### config.mk
export PLATFORM = sky130hd
export DESIGN_NAME = key_port_status_unit
export DESIGN_NICKNAME = d
export VERILOG_FILES = /design/src/rtl/key_port_pkg.sv /design/src/rtl/key_port_status_unit.sv
export SDC_FILE = /design/constraint.sdc
export NUM_CORES = 1
export LEC_CHECK = 0
export BUFFER_PORTS_ARGS = -buffer_cell sky130_fd_sc_hd__buf_2
export CAP_MARGIN = 20
export CORE_MARGIN = 8
export CORE_UTILIZATION = 48
export CTS_CLUSTER_DIAMETER = 200
export CTS_CLUSTER_SIZE = 40
export DETAILED_ROUTE_END_ITERATION = 8
export PLACE_DENSITY = 0.8
export SLEW_MARGIN = 10
export SYNTH_ARGS = -nofsm -noshare
export SYNTH_HDL_FRONTEND = slang
export SYNTH_SLANG_ARGS = --single-unit
### constraint.sdc
create_clock -name REF_CLK -period 2.6 [get_ports REF_CLK]
set_clock_uncertainty 0.2 [all_clocks]
set_input_delay 0.52 -clock REF_CLK [delete_from_list [all_inputs] [get_ports REF_CLK]]
set_output_delay 0.52 -clock REF_CLK [all_outputs]
set_load 0.005 [all_outputs]
### src/rtl/key_port_pkg.sv
// Constants for the key port and status flag unit.
// Assumes a CPU-side register port with one-cycle read latency.
// Notes on behaviour
// - Status test sets flag if selected condition holds, else clears it.
// - Leaving standby sets the status flag.
// - Halt with wake condition true sets flag, no standby entry.
// - Halt with flag set and wake condition false clears flag.
// - Operand low bits pick key-input-high or timer-zero condition.
// - Operand bit three adds either sense pin high to the test.
// - Key-scan read gives pins in input mode, latch in output mode.
// - Key-scan writes always update the output latch.
// - Reset puts key-scan port in output mode with latch all ones.
// - Key-scan pull-downs connect only in input direction.
// - Key input levels read-only in bits 4 to 7 of input port.
// - Control bit 5 enables key input pull-downs, on after reset.
// - Sense input off mode is high impedance and reads one.
// - Control bit 0 selects sense input or off mode, off at reset.
// - Control bit 4 enables both sense pull-downs while they are inputs.
// - Control bit 2 sets indicator direction; pin level reads in bit 3.
// - In output mode the indicator drops pull-down, driven by timer.
// - Reset puts indicator pin in output mode driving high.
// - Reset loads carrier control with 03h and direction control 26h.
// - Direction control bit meanings: one selects input, out, led, pull-ons.
// - With timer output on, indicator low while timer runs, else high.
package key_port_pkg;
  localparam logic [1:0] ADDR_SCAN = 2'h0;
  localparam logic [1:0] ADDR_INP  = 2'h1;
  localparam logic [1:0] ADDR_CARR = 2'h2;
  localparam logic [1:0] ADDR_DIR  = 2'h3;
  localparam logic [7:0] SCAN_RST  = 8'hff;
  localparam logic [7:0] CARR_RST  = 8'h03;
  localparam logic [7:0] DIR_RST   = 8'h26;
  localparam logic [7:0] CARR_WMASK = 8'h3f;
  localparam logic [7:0] DIR_WMASK  = 8'h37;
  localparam int DIR_SENSE0 = 0;
  localparam int DIR_SCAN   = 1;
  localparam int DIR_LED    = 2;
  localparam int DIR_SPD    = 4;
  localparam int DIR_KPD    = 5;
  localparam int OP_SENSE   = 3;
  localparam logic [2:0] OP_KEY_A  = 3'h0;
  localparam logic [2:0] OP_KEY_B  = 3'h3;
  localparam logic [2:0] OP_KEY_C  = 3'h6;
  localparam logic [2:0] OP_TIMER  = 3'h5;
  localparam logic [1:0] INP_FIXED = 2'h3;
endpackage

### src/rtl/key_port_status_unit.sv
// Port registers, pin controls and status flag of the key controller.
// Assumes CPU strobes are one-cycle pulses synchronous to REF_CLK.
//
// The address map and the strobed register port were chosen for this implementation.
module key_port_status_unit (
  input  wire logic       REF_CLK,
  input  wire logic       RST_N,
  input  wire logic [1:0] ADDR,
  input  wire logic [7:0] WDATA,
  input  wire logic       WR,
  input  wire logic       RD,
  output logic      [7:0] RDATA,
  input  wire logic       STATUS_TEST_INSTR,
  input  wire logic [3:0] STATUS_TEST_INSTR_OP,
  input  wire logic       HALT,
  input  wire logic [2:0] HALT_OP,
  input  wire logic       STBY_EXIT,
  input  wire logic       TMR_ZERO,
  input  wire logic       TMR_OUT_EN,
  input  wire logic [7:0] SCAN_IN,
  output logic      [7:0] SCAN_OUT,
  output logic            SCAN_OE_N,
  output logic            SCAN_PD,
  input  wire logic [3:0] KEY_IN,
  output logic            KEY_PD,
  input  wire logic       SENSE0_IN,
  output logic            SENSE0_EN,
  output logic            SENSE0_PD,
  input  wire logic       LED_IN,
  output logic            LED_OUT,
  output logic            LED_OE_N,
  output logic            LED_PD,
  output logic            FLAG,
  output logic            STBY_ENTER,
  output logic      [7:0] CARR_CTRL
);
  typedef struct packed {
    logic [7:0] scan_q;
    logic [7:0] carr_q;
    logic [7:0] dir_q;
    logic [7:0] rdata_q;
    logic       flag_q;
    logic       stby_q;
    logic       led_q;
    logic [7:0] pins_q;
  } state_t;

  // Pin control image at reset, worked out from the direction reset
  // value so that the two can never disagree after a reset.
  localparam logic [7:0] PINS_RST = {
    1'b0,
    ~key_port_pkg::DIR_RST[key_port_pkg::DIR_SCAN],
    key_port_pkg::DIR_RST[key_port_pkg::DIR_SPD] &
      ~key_port_pkg::DIR_RST[key_port_pkg::DIR_LED],
    key_port_pkg::DIR_RST[key_port_pkg::DIR_SPD] &
      key_port_pkg::DIR_RST[key_port_pkg::DIR_SENSE0],
    ~key_port_pkg::DIR_RST[key_port_pkg::DIR_LED],
    key_port_pkg::DIR_RST[key_port_pkg::DIR_SENSE0],
    key_port_pkg::DIR_RST[key_port_pkg::DIR_KPD],
    ~key_port_pkg::DIR_RST[key_port_pkg::DIR_SCAN]
  };

  state_t s_q, s_d;
  logic key_hi, sense_hi, sense0_rd, cond, wake;

  // Condition evaluation; off-mode sense pin contributes no level.
  always_comb begin
    key_hi = |KEY_IN;
    sense0_rd = s_q.dir_q[key_port_pkg::DIR_SENSE0] ? SENSE0_IN
                                                    : 1'b1;
    sense_hi = (s_q.dir_q[key_port_pkg::DIR_SENSE0] & SENSE0_IN)
             | LED_IN;
    unique case (STATUS_TEST_INSTR_OP[2:0])
      key_port_pkg::OP_KEY_A,
      key_port_pkg::OP_KEY_B,
      key_port_pkg::OP_KEY_C: cond = key_hi;
      key_port_pkg::OP_TIMER: cond = TMR_ZERO;
      default:                cond = 1'b0;
    endcase
    if (STATUS_TEST_INSTR_OP[key_port_pkg::OP_SENSE]) begin
      cond = cond | sense_hi;
    end
    unique case (HALT_OP)
      key_port_pkg::OP_KEY_A,
      key_port_pkg::OP_KEY_B,
      key_port_pkg::OP_KEY_C: wake = key_hi;
      key_port_pkg::OP_TIMER: wake = TMR_ZERO;
      default:                wake = 1'b0;
    endcase
  end

  // Next state: register writes, read mux, flag and led drive.
  always_comb begin
    s_d = s_q;
    s_d.stby_q = 1'b0;
    if (WR) begin
      unique case (ADDR)
        key_port_pkg::ADDR_SCAN: s_d.scan_q = WDATA;
        key_port_pkg::ADDR_CARR:
          s_d.carr_q = WDATA & key_port_pkg::CARR_WMASK;
        key_port_pkg::ADDR_DIR:
          s_d.dir_q = WDATA & key_port_pkg::DIR_WMASK;
        default: ;
      endcase
    end
    s_d.rdata_q = 8'h00;
    if (RD) begin
      unique case (ADDR)
        key_port_pkg::ADDR_SCAN:
          s_d.rdata_q = s_q.dir_q[key_port_pkg::DIR_SCAN] ? s_q.scan_q
                                                         : SCAN_IN;
        key_port_pkg::ADDR_INP:
          s_d.rdata_q = {KEY_IN, LED_IN, sense0_rd,
                         key_port_pkg::INP_FIXED};
        key_port_pkg::ADDR_CARR: s_d.rdata_q = s_q.carr_q;
        key_port_pkg::ADDR_DIR:  s_d.rdata_q = s_q.dir_q;
        default: ;
      endcase
    end
    // Standby exit takes precedence so a wake is never lost.
    if (STBY_EXIT) begin
      s_d.flag_q = 1'b1;
    end else if (STATUS_TEST_INSTR) begin
      s_d.flag_q = cond;
    end else if (HALT) begin
      if (wake) begin
        s_d.flag_q = 1'b1;
      end else if (s_q.flag_q) begin
        s_d.flag_q = 1'b0;
      end else begin
        s_d.stby_q = 1'b1;
      end
    end
    // Without timer output the indicator idles high.
    s_d.led_q = TMR_OUT_EN ? TMR_ZERO : 1'b1;
    // Pin controls take the direction value being loaded, so a pin turns
    // in the same edge as its control bit and never lags a cycle.
    s_d.pins_q[0] = ~s_d.dir_q[key_port_pkg::DIR_SCAN];
    s_d.pins_q[1] = s_d.dir_q[key_port_pkg::DIR_KPD];
    s_d.pins_q[2] = s_d.dir_q[key_port_pkg::DIR_SENSE0];
    s_d.pins_q[3] = ~s_d.dir_q[key_port_pkg::DIR_LED];
    s_d.pins_q[4] = s_d.dir_q[key_port_pkg::DIR_SPD] &
                    s_d.dir_q[key_port_pkg::DIR_SENSE0];
    s_d.pins_q[5] = s_d.dir_q[key_port_pkg::DIR_SPD] &
                    ~s_d.dir_q[key_port_pkg::DIR_LED];
    s_d.pins_q[6] = ~s_d.dir_q[key_port_pkg::DIR_SCAN];
    s_d.pins_q[7] = 1'b0;
  end

  // State register with asynchronous reset to documented values.
  always_ff @(posedge REF_CLK or negedge RST_N) begin
    if (!RST_N) begin
      s_q.scan_q  <= key_port_pkg::SCAN_RST;
      s_q.carr_q  <= key_port_pkg::CARR_RST;
      s_q.dir_q   <= key_port_pkg::DIR_RST;
      s_q.rdata_q <= 8'h00;
      s_q.flag_q  <= 1'b0;
      s_q.stby_q  <= 1'b0;
      s_q.led_q   <= 1'b1;
      s_q.pins_q  <= PINS_RST;
    end else begin
      s_q <= s_d;
    end
  end

  // Every output is a field of the state register.
  assign RDATA      = s_q.rdata_q;
  assign SCAN_OUT   = s_q.scan_q;
  assign SCAN_OE_N  = s_q.pins_q[0];
  assign SCAN_PD    = s_q.pins_q[6];
  assign KEY_PD     = s_q.pins_q[1];
  assign SENSE0_EN  = s_q.pins_q[2];
  assign LED_OE_N   = s_q.pins_q[3];
  assign SENSE0_PD  = s_q.pins_q[4];
  assign LED_PD     = s_q.pins_q[5];
  assign LED_OUT    = s_q.led_q;
  assign FLAG       = s_q.flag_q;
  assign STBY_ENTER = s_q.stby_q;
  assign CARR_CTRL  = s_q.carr_q;

  // Flag follows the status test result one cycle later.
  property p_status_test_instr;
    @(posedge REF_CLK) disable iff (!RST_N)
      (STATUS_TEST_INSTR && !STBY_EXIT) |=> (FLAG == $past(cond));
  endproperty
  a_status_test_instr: assert property (p_status_test_instr) else $error("flag mismatch");
  property p_exit;
    @(posedge REF_CLK) disable iff (!RST_N) STBY_EXIT |=> FLAG;
  endproperty
  a_exit: assert property (p_exit) else $error("exit flag");
  property p_halt_wake;
    @(posedge REF_CLK) disable iff (!RST_N)
      (HALT && wake && !STATUS_TEST_INSTR) |=> (FLAG && !STBY_ENTER);
  endproperty
  a_halt_wake: assert property (p_halt_wake) else $error("halt wake");
  property p_halt_clr;
    @(posedge REF_CLK) disable iff (!RST_N)
      (HALT && !wake && FLAG && !STATUS_TEST_INSTR && !STBY_EXIT)
      |=> (!FLAG && !STBY_ENTER);
  endproperty
  a_halt_clr: assert property (p_halt_clr) else $error("halt clear");
  property p_scan_rd;
    @(posedge REF_CLK) disable iff (!RST_N)
      (RD && ADDR == key_port_pkg::ADDR_SCAN && !SCAN_OE_N && !WR)
      |=> (RDATA == $past(SCAN_OUT));
  endproperty
  a_scan_rd: assert property (p_scan_rd) else $error("scan read");
  property p_scan_wr;
    @(posedge REF_CLK) disable iff (!RST_N)
      (WR && ADDR == key_port_pkg::ADDR_SCAN) |=> (SCAN_OUT == $past(WDATA));
  endproperty
  a_scan_wr: assert property (p_scan_wr) else $error("scan write");
  property p_inp_rd;
    @(posedge REF_CLK) disable iff (!RST_N)
      (RD && ADDR == key_port_pkg::ADDR_INP)
      |=> (RDATA[7:4] == $past(KEY_IN) && RDATA[1:0] == 2'h3);
  endproperty
  a_inp_rd: assert property (p_inp_rd) else $error("input read");
  property p_pd;
    @(posedge REF_CLK) disable iff (!RST_N)
      !(SCAN_PD && !SCAN_OE_N) && !(LED_PD && !LED_OE_N);
  endproperty
  a_pd: assert property (p_pd) else $error("pull-down on output");

  // Read data are zero in any cycle that does not follow a read.
  property p_rd_idle;
    @(posedge REF_CLK) disable iff (!RST_N)
      !RD |=> (RDATA == 8'h00);
  endproperty
  a_rd_idle: assert property (p_rd_idle) else $error("stale read");

  // In input direction the key-scan read returns the pin levels.
  property p_scan_rd_in;
    @(posedge REF_CLK) disable iff (!RST_N)
      (RD && ADDR == key_port_pkg::ADDR_SCAN && SCAN_OE_N)
      |=> (RDATA == $past(SCAN_IN));
  endproperty
  a_scan_rd_in: assert property (p_scan_rd_in) else $error("scan pins");

  // An off-mode sense input always reads as one.
  property p_sense_off;
    @(posedge REF_CLK) disable iff (!RST_N)
      (RD && ADDR == key_port_pkg::ADDR_INP && !SENSE0_EN) |=> RDATA[2];
  endproperty
  a_sense_off: assert property (p_sense_off) else $error("sense off");

  // An input-mode sense pin reads its level.
  property p_sense_on;
    @(posedge REF_CLK) disable iff (!RST_N)
      (RD && ADDR == key_port_pkg::ADDR_INP && SENSE0_EN)
      |=> (RDATA[2] == $past(SENSE0_IN));
  endproperty
  a_sense_on: assert property (p_sense_on) else $error("sense in");

  // The indicator pin level reads back in either direction.
  property p_led_rd;
    @(posedge REF_CLK) disable iff (!RST_N)
      (RD && ADDR == key_port_pkg::ADDR_INP)
      |=> (RDATA[3] == $past(LED_IN));
  endproperty
  a_led_rd: assert property (p_led_rd) else $error("indicator read");

  // Carrier control keeps its fixed bits clear on a write.
  property p_carr_wr;
    @(posedge REF_CLK) disable iff (!RST_N)
      (WR && ADDR == key_port_pkg::ADDR_CARR)
      |=> (CARR_CTRL == ($past(WDATA) & key_port_pkg::CARR_WMASK));
  endproperty
  a_carr_wr: assert property (p_carr_wr) else $error("carrier write");

  // Carrier control reads back what it holds.
  property p_carr_rd;
    @(posedge REF_CLK) disable iff (!RST_N)
      (RD && ADDR == key_port_pkg::ADDR_CARR)
      |=> (RDATA == $past(CARR_CTRL));
  endproperty
  a_carr_rd: assert property (p_carr_rd) else $error("carrier read");

  // A write to the read-only input port changes nothing.
  property p_inp_wr;
    @(posedge REF_CLK) disable iff (!RST_N)
      (WR && ADDR == key_port_pkg::ADDR_INP)
      |=> ($stable(CARR_CTRL) && $stable(SCAN_OUT) && $stable(SCAN_OE_N));
  endproperty
  a_inp_wr: assert property (p_inp_wr) else $error("input port write");

  // A one in the scan bit of the direction control drives the port.
  property p_dir_scan;
    @(posedge REF_CLK) disable iff (!RST_N)
      (WR && ADDR == key_port_pkg::ADDR_DIR)
      |=> (SCAN_OE_N == !$past(WDATA[key_port_pkg::DIR_SCAN]));
  endproperty
  a_dir_scan: assert property (p_dir_scan) else $error("scan dir");

  // The key input pull-downs follow their control bit as a group.
  property p_dir_kpd;
    @(posedge REF_CLK) disable iff (!RST_N)
      (WR && ADDR == key_port_pkg::ADDR_DIR)
      |=> (KEY_PD == $past(WDATA[key_port_pkg::DIR_KPD]));
  endproperty
  a_dir_kpd: assert property (p_dir_kpd) else $error("key pull-down");

  // A one in the sense bit puts the sense input in input mode.
  property p_dir_sense;
    @(posedge REF_CLK) disable iff (!RST_N)
      (WR && ADDR == key_port_pkg::ADDR_DIR)
      |=> (SENSE0_EN == $past(WDATA[key_port_pkg::DIR_SENSE0]));
  endproperty
  a_dir_sense: assert property (p_dir_sense) else $error("sense mode");

  // A one in the indicator bit makes the indicator pin an output.
  property p_dir_led;
    @(posedge REF_CLK) disable iff (!RST_N)
      (WR && ADDR == key_port_pkg::ADDR_DIR)
      |=> (LED_OE_N == !$past(WDATA[key_port_pkg::DIR_LED]));
  endproperty
  a_dir_led: assert property (p_dir_led) else $error("indicator mode");

  // Sense pull-down only while the sense input is in input mode.
  property p_sense_pd;
    @(posedge REF_CLK) disable iff (!RST_N)
      SENSE0_PD |-> SENSE0_EN;
  endproperty
  a_sense_pd: assert property (p_sense_pd) else $error("sense pull");

  // Indicator pull-down only while the indicator pin is an input.
  property p_led_pd;
    @(posedge REF_CLK) disable iff (!RST_N)
      LED_PD |-> LED_OE_N;
  endproperty
  a_led_pd: assert property (p_led_pd) else $error("indicator pull");

  // Scan pull-downs are on exactly while the port is an input.
  property p_scan_pd;
    @(posedge REF_CLK) disable iff (!RST_N)
      SCAN_PD == SCAN_OE_N;
  endproperty
  a_scan_pd: assert property (p_scan_pd) else $error("scan pull");

  // With timer output on, the indicator is high only while stopped.
  property p_led_tmr;
    @(posedge REF_CLK) disable iff (!RST_N)
      TMR_OUT_EN |=> (LED_OUT == $past(TMR_ZERO));
  endproperty
  a_led_tmr: assert property (p_led_tmr) else $error("indicator timer");

  // Without timer output the indicator idles high.
  property p_led_idle;
    @(posedge REF_CLK) disable iff (!RST_N)
      !TMR_OUT_EN |=> LED_OUT;
  endproperty
  a_led_idle: assert property (p_led_idle) else $error("indicator idle");

  // The flag only moves on a test, a halt or a standby exit.
  property p_flag_hold;
    @(posedge REF_CLK) disable iff (!RST_N)
      !(STATUS_TEST_INSTR || HALT || STBY_EXIT) |=> $stable(FLAG);
  endproperty
  a_flag_hold: assert property (p_flag_hold) else $error("flag moved");

  // Standby is entered only by a halt that nothing else overrides.
  property p_no_stby;
    @(posedge REF_CLK) disable iff (!RST_N)
      (!HALT || STATUS_TEST_INSTR || STBY_EXIT || wake) |=> !STBY_ENTER;
  endproperty
  a_no_stby: assert property (p_no_stby) else $error("stray standby");

  // A high level on the indicator pin satisfies a test with bit three.
  property p_sense_bit;
    @(posedge REF_CLK) disable iff (!RST_N)
      (STATUS_TEST_INSTR && STATUS_TEST_INSTR_OP[key_port_pkg::OP_SENSE] && LED_IN) |=> FLAG;
  endproperty
  a_sense_bit: assert property (p_sense_bit) else $error("sense test");

  // The timer code sets the flag while the down counter is zero.
  property p_tmr_test;
    @(posedge REF_CLK) disable iff (!RST_N)
      (STATUS_TEST_INSTR && STATUS_TEST_INSTR_OP[2:0] == key_port_pkg::OP_TIMER && TMR_ZERO)
      |=> FLAG;
  endproperty
  a_tmr_test: assert property (p_tmr_test) else $error("timer test");

  // A key code sets the flag while any key input is high.
  property p_key_test;
    @(posedge REF_CLK) disable iff (!RST_N)
      (STATUS_TEST_INSTR && STATUS_TEST_INSTR_OP[2:0] == key_port_pkg::OP_KEY_B && (|KEY_IN))
      |=> FLAG;
  endproperty
  a_key_test: assert property (p_key_test) else $error("key test");
endmodule // key_port_status_unit

* After elaboration in Yosys (flattened, before gate mapping)
Index checks and enable logic that the tools add are counted.
Word-level totals: word-level logic and storage cells 51, output and inout bits 34, register bits 37, input bits 40
Cells by class: bitwise gates (word level) 7, muxes and demuxes 18, reduce and logical (&&, ||, !) cells 9, eq/ne operators 9
Operator list (count):
- one-hot mux 8 bit (4 select lines) | 1
- 2-to-1 mux 8 bit | 2
- == test 3 bit (second input constant) | 4
- 2-to-1 mux 6 bit | 2
- 2-to-1 mux 1 bit | 10
- == test 3 x 2 -> 1 bit (second input constant) | 2
- zero test 3 bit | 2
- OR reduction 3 bit | 2
- == test 2 bit (second input constant) | 2
- one-hot mux 1 bit (2 select lines) | 2
- AND reduction 2 bit | 2
- OR reduction 4 bit | 1
- bitwise AND 1 bit | 3
- nonzero test 3 bit | 1
- == test 2 x 1 -> 1 bit (second input constant) | 1
- zero test 2 bit | 1
- 2-to-1 mux 2 bit | 1
- NOT 1 bit | 2
- bitwise OR 1 bit | 2

* Depth between registers and ports, before layout
Gate-level depths: netlist (run 1).
depth in word-level cells 7, gate-level depth with buffers 5, mapped depth without buffers 4

* Worst setup path before layout (run 1)
No wires, ideal clock.
path type register to register, from register s_q[20] in the netlist's numbering, to register s_q, in the netlist RDATA[4], path slack 0.688 ns, period minus slack after synthesis 1.912 ns, library setup time 0.119 ns, arrival 1.593 ns, data required time 2.281 ns, stages on the path, launching flop included 5, buffers on the path 1, path through dfstp_2 -> buf_2 -> mux2_1 -> mux4_2 -> and2_1
RTL lines:
- start, declared | RTL line key_port_status_unit.sv:63 | state_t s_q, s_d;

==> key figures, run 1 <==
Run status
  – Status: completed

Cells and area
  – Antenna cells: 0
  – Share of cells above drive strength 1: 62.05%
  – Synth-to-layout area growth: 19.90%
  – Final Net Count: 234
  – Fillers: 305

STA
  – Final hold violation count: 0
  – RSZ-0062 raised after global routing: no
  – FMAX: ~500 MHz
  – Final Setup Violations: 0
  – Final critical-path required period: between 1.5 and 2 ns
  – WHS: slightly below 0.08 ns
  – Period utilisation layout: 76.24%
  – TNS Setup: 0 ns
  – Least-Margin Pin Slew: 0.6944 ns
  – Slew margin rel.: between 50% and 60%
  – Final-report max-slew violation count: 0

Global route
  – Initial antenna violation count: 0
  – Largest net degree at the start of global routing: 35
  – Vias in the first global route: between 1000 and 1500
  – First-pass GRT wire length: around 6.4 mm
  – GR Overflow Total: 0
  – Tot GR Track Use: 13.49%

Logic synthesis
  – Area share of the largest cell type after synthesis: between 20% and 30%
  – Yosys top cell by area: dfrtp_1
  – Yosys reg bits: 34
  – Post-synthesis async set-or-reset flop share: 100.0%
  – Ys flop type: dfrtp_1
  – Mapped Cells: about 140
  – Area of the mapped netlist: between 1500 and 2000 µm²
  – Number of synthesized flops with an enable pin: 0
  – Sequential area share after synthesis: between 40% and 50%
  – Top post-synthesis cells by area: dfrtp_1 (28%), dfstp_2 (21%), mux2_2 (12%)
  – Synth cell types: 34
  – Post-synth top cells: buf_4 (25), dfrtp_1 (20), mux2_2 (19), dfstp_2 (14), nor2_1 (7)
  – Yosys warns: 0
  – Top-count cell post-synth: buf_4
  – Syn_area_per_cell: approximately 12 µm²

Worst setup path
  – Crit-path slowest cell: dfstp_2
  – Crit. End Element: flop
  – Crit path launch type: flop
  – Critical path type: reg2reg
  – Setup crit start: s_q[20]
  – CP max FO: 10
  – CP cell instances: mux2_1 > mux4_2 > and2_1
  – Required time of the critical path: about 2.6 ns
  – Arr. time, crit path: just under 2 ns
  – R2r startpoint: s_q[20]
  – Delay of the slowest critical-path stage: between 0.6 and 0.7 ns

Floorplanning
  – Die X: roughly 77 µm
  – I/O pin cnt: 74
  – Initial Utilization: 49.34%
  – Die extent in y: 76.88 µm
  – Die ar.: roughly 5900 µm²
  – Rows: 22
  – Core box area: ~3600 µm²

Pwr
  – PwrDens: around 740 nW/µm²
  – P_leak: around 1.0 nW
  – Worst vdd ir: roughly 0.00036 V

Clocking
  – Hold buffer count at cts: 0
  – CTS tree: done
  – Clk root buf: clkbuf_8
  – H-tree depth: 2
  – TritonCTS Buffers: 5
  – Clk slew on worst S/H paths: approximately 0.070 ns
  – Post-CTS Setup Bufs: 0
  – Sink Count: 34
  – Resize count post-CTS: 0
  – Max clock buf depth: 2
  – Clock latency on the worst-skew pair: about 0.28 ns

Detailed routing
  – Remaining DRCs: 0
  – Vias: ~1200
  – TritonRoute pass-1 iters: 4
  – Initial DRC count: 66
  – Wire length per cell: around 16 µm
  – Via density: roughly 5.0
  – Wire length after detailed routing: approximately 3.9 mm
  – Final ANT Viol Nets: 0

Worst hold path
  – Min-Delay Path Class: in2async

Placement
  – Buffers on Ports: just over 70
  – Gp weighted congestion: 0.8811
  – Post-DP HPWL: 3.126 mm

Job
  – Max Cap Violations: 0
worst paths after layout:
check | end | slack [ns] | cells past startpoint
max | RDATA[4] | 0.62 | 3
min | LED_PD | 0.08 | 1
max reg2reg | RDATA[4] | 0.62 | 3
min reg2reg | STBY_ENTER | 0.29 | 1
max in group asynchronous | RDATA[5] | 1.67 | 1
min in group REF_CLK | LED_OUT | 0.16 | 2
registers in the layout, indices dropped and copies added (netlist names), 3 cells and up:
register and flops:
RDATA 8, SCAN_OUT 8, s_q 3, CARR_CTRL 6
critical path: cells and delay by family (launching register included):
kind          cells  cell delay [ns]
mux               2             0.80
simple gates      1             0.17
flops             1             0.69
cells in the final DEF (no fill, tap or decap), types with 3 or more instances in the layout:
cell / n
inv_1: 4
mux2_2: 19
nor2_1: 7
mux2i_1: 6
dfrtp_1: 20
clkbuf_8: 5
dfstp_2: 14
mux4_2: 3
and2_1: 5
mux2_1: 3
a21oi_1: 4
nand3b_1: 3
nand2b_1: 4
buf_2: 71
through the flow:
step	area [µm²]	cells	util [%]	setup WS [ns]	total power [mW]
3_3_place_gp	1996	235	55.34	0.5368	1.018
5_1_grt	2133	243	59.16	0.5789	1.667
2_1_floorplan	1783	145	-	0.6878	0.9391
6_report	2133	243	59.16	0.6177	1.584
3_5_place_dp	1996	235	55.34	0.4562	1.024
4_1_cts	2133	243	59.16	0.6193	1.599
per-layer routing:
metal	vias up	wire length (µm)	global-route usage (%)
met3	6	241	5.128
li1	572	-	-
met1	598	1486	13.33
met5	-	0	0
met2	34	2071	24.21
met4	0	74	6.346
final cells by class:
cell class,count,area [µm²],share of cell area [%]
clock inverters,3,68.82,3.226
repair buffers,72,362.8,17.01
multi-input cells,77,689.4,32.32
inverters,4,15.01,0.7038
well taps,48,60.06,2.815
flip-flops and latches,34,868.3,40.70
clock buffers,5,68.82,3.226
report_power, final:
group,total (mW),switching [mW],internal [mW],leakage [nW]
Clock,0.575,0.191,0.384,0.0683
Combinational,0.308,0.130,0.178,0.569
Sequential,0.701,0.0600,0.641,0.395
cell families (layout without fill, tap and decap cells):
group                     after synthesis  after routing  share of synthesized area [%]
muxes                                  31             31                          21.10
other                                   1              2                         0.2108
DFF                                    34             34                          48.80
and+or+nand+nor                        31             31                          11.81
AOI/OAI and AO/OA                      11             11                          4.430
xor gates and xnor gates                2              2                         0.9847
buffers and inverters                  34             84                          12.66
Power figures use the tool's default switching activity.
==> inputs of run 2 (changes only) <==
- ABC_AREA: not set -> 1
- CORE_UTILIZATION: 48 -> 44
- PLACE_DENSITY: 0.8 -> 0.76
- clock period: 2.6 -> 1.8 ns (I/O delays scaled with it)
==> key figures, run 2 <==
Run status
  – Status: completed

STA
  – RSZ-0062 raised after global routing: no
  – Final hold violation count: 0 (unchanged)
  – TNS Setup: 0 ns (unchanged)
  – Period utilisation layout: 85.61%
  – Worst Slack Setup Final: 0.2591 ns (-0.3586 ns)
  – Final-report max-slew violation count: 0 (unchanged)
  – FMAX: between 600 and 700 MHz
  – Final critical-path required period: roughly 1.5 ns
  – Final Setup Violations: 0 (unchanged)
  – WHS: 0.07389 ns (-0.004306 ns)

Pwr
  – Worst vdd ir: 0.0005330 V (+47%)
  – Clock network fraction of design power: 26.9% (-9.4 points)
  – P_leak: 1.218 nW (+18%)
  – PwrDens: 881.3 nW/µm² (+19%)
  – Gate power share: 23.0% (+3.5 points)
  – Switching power: 588.8 µW (+55%)
  – Final Power: 1.975 mW (+25%)
  – Seq pwr share: 50.1% (+5.8 points)
  – Internal: 1.386 mW (+15%)
  – Sw frac: 29.81% (+5.8 points)

Placement
  – Placed cell areas: 2141 µm² (+7.3%)
  – Placed insts: 320 (+36%)
  – Buffers on Ports: 71 (unchanged)
  – Post-DP HPWL: 3.910 mm (+25%)
  – Setup Slack @ Placement: 0.2599 ns (-0.1962 ns)
  – Gp weighted congestion: 0.8373 (-5.0%)

Worst setup path
  – Crit-path slowest cell: dfstp_2
  – Cells on worst reg2reg path: 3 (unchanged)
  – Crit path launch type: flop
  – Largest delay share family, worst path: flip-flops
  – Required time of the critical path: 1.24 ns (-1.33 ns)
  – CP cell instances: buf_2
  – R2R setup slack: 0.30 ns (-0.32 ns)
  – R2r startpoint: s_q[20]
  – Worst path bufs/invs: 1 (+1)
  – Crit. End Element: primary output
  – R2R Path End: RDATA[7]
  – Delay of the slowest critical-path stage: 0.57 ns (-0.12 ns)
  – Arr. time, crit path: 0.98 ns (-0.98 ns)
  – CP max FO: 3 (-7)
  – Critical path type: reg2out

Detailed routing
  – Initial DRC count: 73 (+11%)
  – Wire length per cell: 14.63 µm (-8.3%)
  – Remaining DRCs: 0 (unchanged)
  – Vias: 1562 (+29%)
  – TritonRoute pass-1 iters: 4 (unchanged)
  – Wire length after detailed routing: 4.827 mm (+25%)
  – Final ANT Viol Nets: 0 (unchanged)
  – Via density: 4.733 (-4.9%)

Logic synthesis
  – Syn_area_per_cell: 8.653 µm² (-30%)
  – Post-synth top cells: nand2_1 (53), inv_1 (26), buf_4 (25), nor2_1 (21), dfrtp_1 (20)
  – Top-count cell post-synth: nand2_1
  – Ys flop type: dfrtp_1
  – Sequential area share after synthesis: 44.60% (-4.2 points)
  – Area share of the largest cell type after synthesis: 25.71% (-2.4 points)
  – Yosys warns: 0 (unchanged)
  – Yosys top cell by area: dfrtp_1
  – Yosys reg bits: 34 (unchanged)
  – Post-synthesis async set-or-reset flop share: 100.0% (unchanged)
  – Synth cell types: 28 (-18%)
  – Area of the mapped netlist: 1947 µm² (+9.4%)
  – Number of synthesized flops with an enable pin: 0 (unchanged)
  – Top post-synthesis cells by area: dfrtp_1 (26%), dfstp_2 (19%), nand2_1 (10%)
  – Mapped Cells: 225 (+56%)

Cells and area
  – Final Non-Filler Cells: 330 (+36%)
  – Fin util: 51.82% (-7.3 points)
  – Post-Layout Inst Area: 2241 µm² (+5.0%)
  – Antenna cells: 0 (unchanged)
  – Share of cells above drive strength 1: 42.09% (-20 points)
  – Most common cell after layout, fill and taps aside: buf_2
  – Most frequent cells in the layout: buf_2 (71), nand2_1 (53), inv_1 (26)
  – Fillers: 429 (+41%)
  – Synth-to-layout area growth: 15.10%
  – Final Net Count: 317 (+35%)

Clocking
  – Sink Count: 34 (unchanged)
  – Clock latency on the worst-skew pair: 0.28 ns (about the same)
  – Clk root buf: clkbuf_8
  – Post-CTS Setup Bufs: 0 (unchanged)
  – Max clock buf depth: 2 (unchanged)
  – Resize count post-CTS: 0 (unchanged)
  – H-tree depth: 2 (unchanged)
  – CTS tree: done
  – Clk slew on worst S/H paths: 0.07 ns (about the same)
  – TritonCTS Buffers: 5 (unchanged)

Floorplanning
  – Die ar.: 6810 µm² (+15%)
  – I/O pin cnt: 74 (unchanged)
  – Initial Utilization: 45.02% (-4.3 points)
  – Die extent in y: 82.52 µm (+7.3%)
  – Core box area: 4324 µm² (+20%)
  – Rows: 24 (+9.1%)
  – Die X: 82.52 µm (+7.3%)

Global route
  – First-pass GRT wire length: 7.741 mm (+21%)
  – Initial antenna violation count: 0 (unchanged)
  – Vias in the first global route: 1613 (+19%)
  – Tot GR Track Use: 15.15% (+1.7 points)
  – GR Overflow Total: 0 (unchanged)
  – Largest net degree at the start of global routing: 35 (unchanged)

Worst hold path
  – HP Start: TMR_ZERO
  – Worst Hold Depth: 3
  – Min-Delay Path Class: in2reg
  – Worst Hold End: LED_OUT

Job
  – Max Cap Violations: 0 (unchanged)
==> run 2: cell families after synthesis <==
logic type,share of synthesized area [%]
muxes,1.542
AOI/OAI and AO/OA,13.37
other,0.1926
buffers and inverters,18.12
and+or+nand+nor,22.17
DFF,44.60
==> run 2: timing repair <==
item	in CTS	in global routing
endpoints found under the hold margin	21	0
hold buffers	2	0
endpoints found under the setup margin	0	0
==> run 2: final cells by class <==
type	count	area (µm²)	share of cell area [%]
Clock buffer	8	80.08	3.573
Timing Repair Buffer	74	382.9	17.09
Tap cell	52	65.06	2.903
Sequential cell	34	868.3	38.75
Inverter	28	115.1	5.137
Multi-Input combinational cell	134	729.5	32.55
==> run 2: power by group through the flow <==
| stage | registers (mW) | logic, mW | clock network (mW) |
|---|---|---|---|
| global placement | 0.998 | 0.449 | 0 |
| floorplan | 0.968 | 0.357 | 0 |
| global route | 1.00 | 0.517 | 0.581 |
| finish | 0.988 | 0.454 | 0.532 |
| CTS | 0.990 | 0.463 | 0.550 |
| detailed placement | 1.00 | 0.458 | 0 |
==> run 2: metal layers <==
metal  part of all wire, %  global-route usage, %  vias to the layer above
li1                      -                      -                      782
met1                    40                  17.15                      716
met2                    49                  24.98                       57
met3                    10                  5.628                        7
met4                   1.6                  6.724                        0
met5                     0                      0                        -
==> run 2: worst max path at each step <==
stage,slack (ns),end,from,cells past startpoint
final,0.26,CARR_CTRL[1],CARR_CTRL[1],1
after global routing,0.22,RDATA[7],s_q[20],3
after CTS,0.25,CARR_CTRL[1],CARR_CTRL[1],1
after detailed placement,0.26,SENSE0_PD,ADDR[0],4
after global placement,0.30,SCAN_OUT[6],ADDR[0],4
after floorplan,0.46,RDATA[3],s_q[20],4
==> inputs of run 3 (changes only) <==
- ABC_AREA: 1 -> 0
- CORE_UTILIZATION: 44 -> 40
- PLACE_DENSITY: 0.76 -> 0.71
- REMOVE_ABC_BUFFERS: not set -> 1
==> key figures, run 3 (synthesis gave the netlist of run 1 again) <==
STA
  – Worst Slack Setup Final: -0.07251 ns (-0.3316 ns)
  – Final critical-path required period: 1.873 ns (+0.3316 ns)
  – Period utilisation layout: 104.0% (+18 points)
  – RSZ-0062 raised after global routing: yes
  – Final-report max-slew violation count: 0 (unchanged)
  – Final hold violation count: 0 (unchanged)
  – FMAX: 534.0 MHz (-18%)
  – Final Setup Violations: 3 (+3)

Pwr
  – Worst vdd ir: 0.0006077 V (+14%)
  – Internal: 1.691 mW (+22%)
  – PwrDens: 990.2 nW/µm² (+12%)
  – Clock network fraction of design power: 31.8% (+4.9 points)
  – Gate power share: 23.1% (about the same)
  – Seq pwr share: 45.1% (-5.0 points)
  – Sw frac: 24.46% (-5.3 points)
  – Switching power: 547.7 µW (-7.0%)
  – P_leak: 1.115 nW (-8.5%)

Global route
  – First-pass GRT wire length: 6.762 mm (-13%)
  – GR Overflow Total: 0 (unchanged)
  – Largest net degree at the start of global routing: 21 (-40%)
  – Initial antenna violation count: 0 (unchanged)
  – Tot GR Track Use: 12.97% (-2.2 points)
  – Vias in the first global route: 1422 (-12%)

Clocking
  – CTS tree: done
  – H-tree depth: 2 (unchanged)
  – Clock latency on the worst-skew pair: 0.28 ns (about the same)
  – Max clock buf depth: 2 (unchanged)
  – Clk slew on worst S/H paths: 0.07 ns (about the same)
  – Sink Count: 34 (unchanged)
  – Clk root buf: clkbuf_8
  – TritonCTS Buffers: 5 (unchanged)

Placement
  – Gp weighted congestion: 0.7547 (-9.9%)
  – Post-DP HPWL: 3.365 mm (-14%)
  – Buffers on Ports: 71 (unchanged)
  – Setup Slack @ Placement: -0.1972 ns (-0.4571 ns)
  – Placed cell areas: 2111 µm² (-1.4%)

Cells and area
  – Final Net Count: 248 (-22%)
  – Area taken by multi-input logic gates: 709.4 µm² (-2.7%)
  – Most frequent cells in the layout: buf_2 (71), dfrtp_1 (20), mux2_2 (18)
  – Synth-to-layout area growth: 27.07%
  – Share of cells above drive strength 1: 66.03% (+24 points)
  – Fillers: 407 (-5.1%)
  – Antenna cells: 0 (unchanged)
  – Most common cell after layout, fill and taps aside: buf_2
  – Seq. cell area: 868.3 µm² (unchanged)
  – Post-Layout Inst Area: 2261 µm² (+0.89%)

Worst hold path
  – Min-Delay Path Class: in2reg

Floorplanning
  – Core box area: 4324 µm² (unchanged)
  – I/O pin cnt: 74 (unchanged)
  – Rows: 24 (unchanged)
  – Die X: 82.70 µm (+0.21%)
  – Die extent in y: 82.70 µm (+0.21%)
  – Initial Utilization: 41.15% (-3.9 points)
  – Die ar.: 6838 µm² (+0.42%)

Detailed routing
  – Final ANT Viol Nets: 0 (unchanged)
  – Initial DRC count: 16 (-78%)
  – Remaining DRCs: 0 (unchanged)
  – Via density: 4.866 (+2.8%)
  – Vias: 1270 (-19%)
  – TritonRoute pass-1 iters: 3 (-1)
  – Wire length after detailed routing: 4.192 mm (-13%)
  – Wire length per cell: 16.06 µm (+9.8%)

Worst setup path
  – Crit path launch type: flop
  – Arr. time, crit path: 1.84 ns (+0.86 ns)
  – Required time of the critical path: 1.77 ns (+0.53 ns)
  – Critical path type: reg2reg
  – CP max FO: 6 (+3)
  – Crit. End Element: flop

Run status
  – Failing checks: setup timing
  – Status: finished with violations

Job
  – Max Cap Violations: 0 (unchanged)
## run 3: cell count changes in the layout (fill, tap and decap cells not counted), moves of 4 or more
cell,change
mux2i_1,+6
inv_1,-22
o21ai_0,-9
nand2_1,-52
nor2_1,-14
nand2b_1,+4
buf_4,+11
nand3_1,-9
mux2_2,+18
o21ai_2,-13
## run 3: power by group through the flow
stage	combinational, mW	sequential [mW]	clock [mW]
2_1_floorplan	0.207	1.02	0
3_3_place_gp	0.491	1.02	0
3_5_place_dp	0.497	1.02	0
4_1_cts	0.521	1.01	0.733
5_1_grt	0.573	1.03	0.777
6_report	0.517	1.01	0.712
## run 3: final cells by class
cell class                      instances  share of cell area [%]
Clock inverter                          1                   1.328
Tap cell                               52                   2.878
Multi-Input combinational cell         77                   31.38
Timing Repair Buffer                   86                   21.53
Clock buffer                            7                   3.818
Sequential cell                        34                   38.41
Inverter                                4                  0.6641
## run 3: per-layer routing
layer	vias up	wire (µm)	GRT usage [%]
met1	616	1683	14.99
met5	-	0	0
met4	0	38	4.138
li1	601	-	-
met3	5	438	5.736
met2	48	2031	21.06
## run 3: worst paths after layout
| check | from | endpoint | slack [ns] | cells past startpoint |
|---|---|---|---|---|
| worst min register to register | FLAG | STBY_ENTER | 0.28 | 1 |
| worst max register to register | s_q[20] | RDATA[5] | -0.07 | 3 |
| worst max-delay path | s_q[20] | RDATA[5] | -0.07 | 3 |
| max in group asynchronous | RST_N | SCAN_OUT[3] | 0.58 | 3 |
| worst min-delay path | TMR_OUT_EN | LED_OUT | 0.01 | 2 |
| min in group asynchronous | RST_N | RDATA[4] | 0.32 | 2 |
## run 3: critical path, stage by stage (launching register included)
cell and delay [ns]:
dfstp_2 0.64, mux2_4 0.32, mux4_2 0.46, and2_4 0.15
## run 3: what timing repair did
item / 4_1_cts / 5_1_grt
setup buffers: 1 / 0
resized for setup: 3 / 5
hold buffers: 1 / 0
endpoints found under the hold margin: 8 / 0
setup endpoints to repair: 3 / 5
pin swaps: 2 / 5
## run 3: through the flow
stage               setup TNS, ns  instances  utilization, %  power, mW  hold slack (ns)
CTS                       -0.1653        262           52.17      2.263         0.008124
global route              -0.2691        261           52.29      2.378          0.01610
floorplan                 -0.1079        115               -      1.229          -0.1356
finish                    -0.1705        261           52.29      2.239          0.01148
global placement          -0.2376        252           48.81      1.508          0.09144
detailed placement        -0.3859        252           48.81      1.515          0.09317
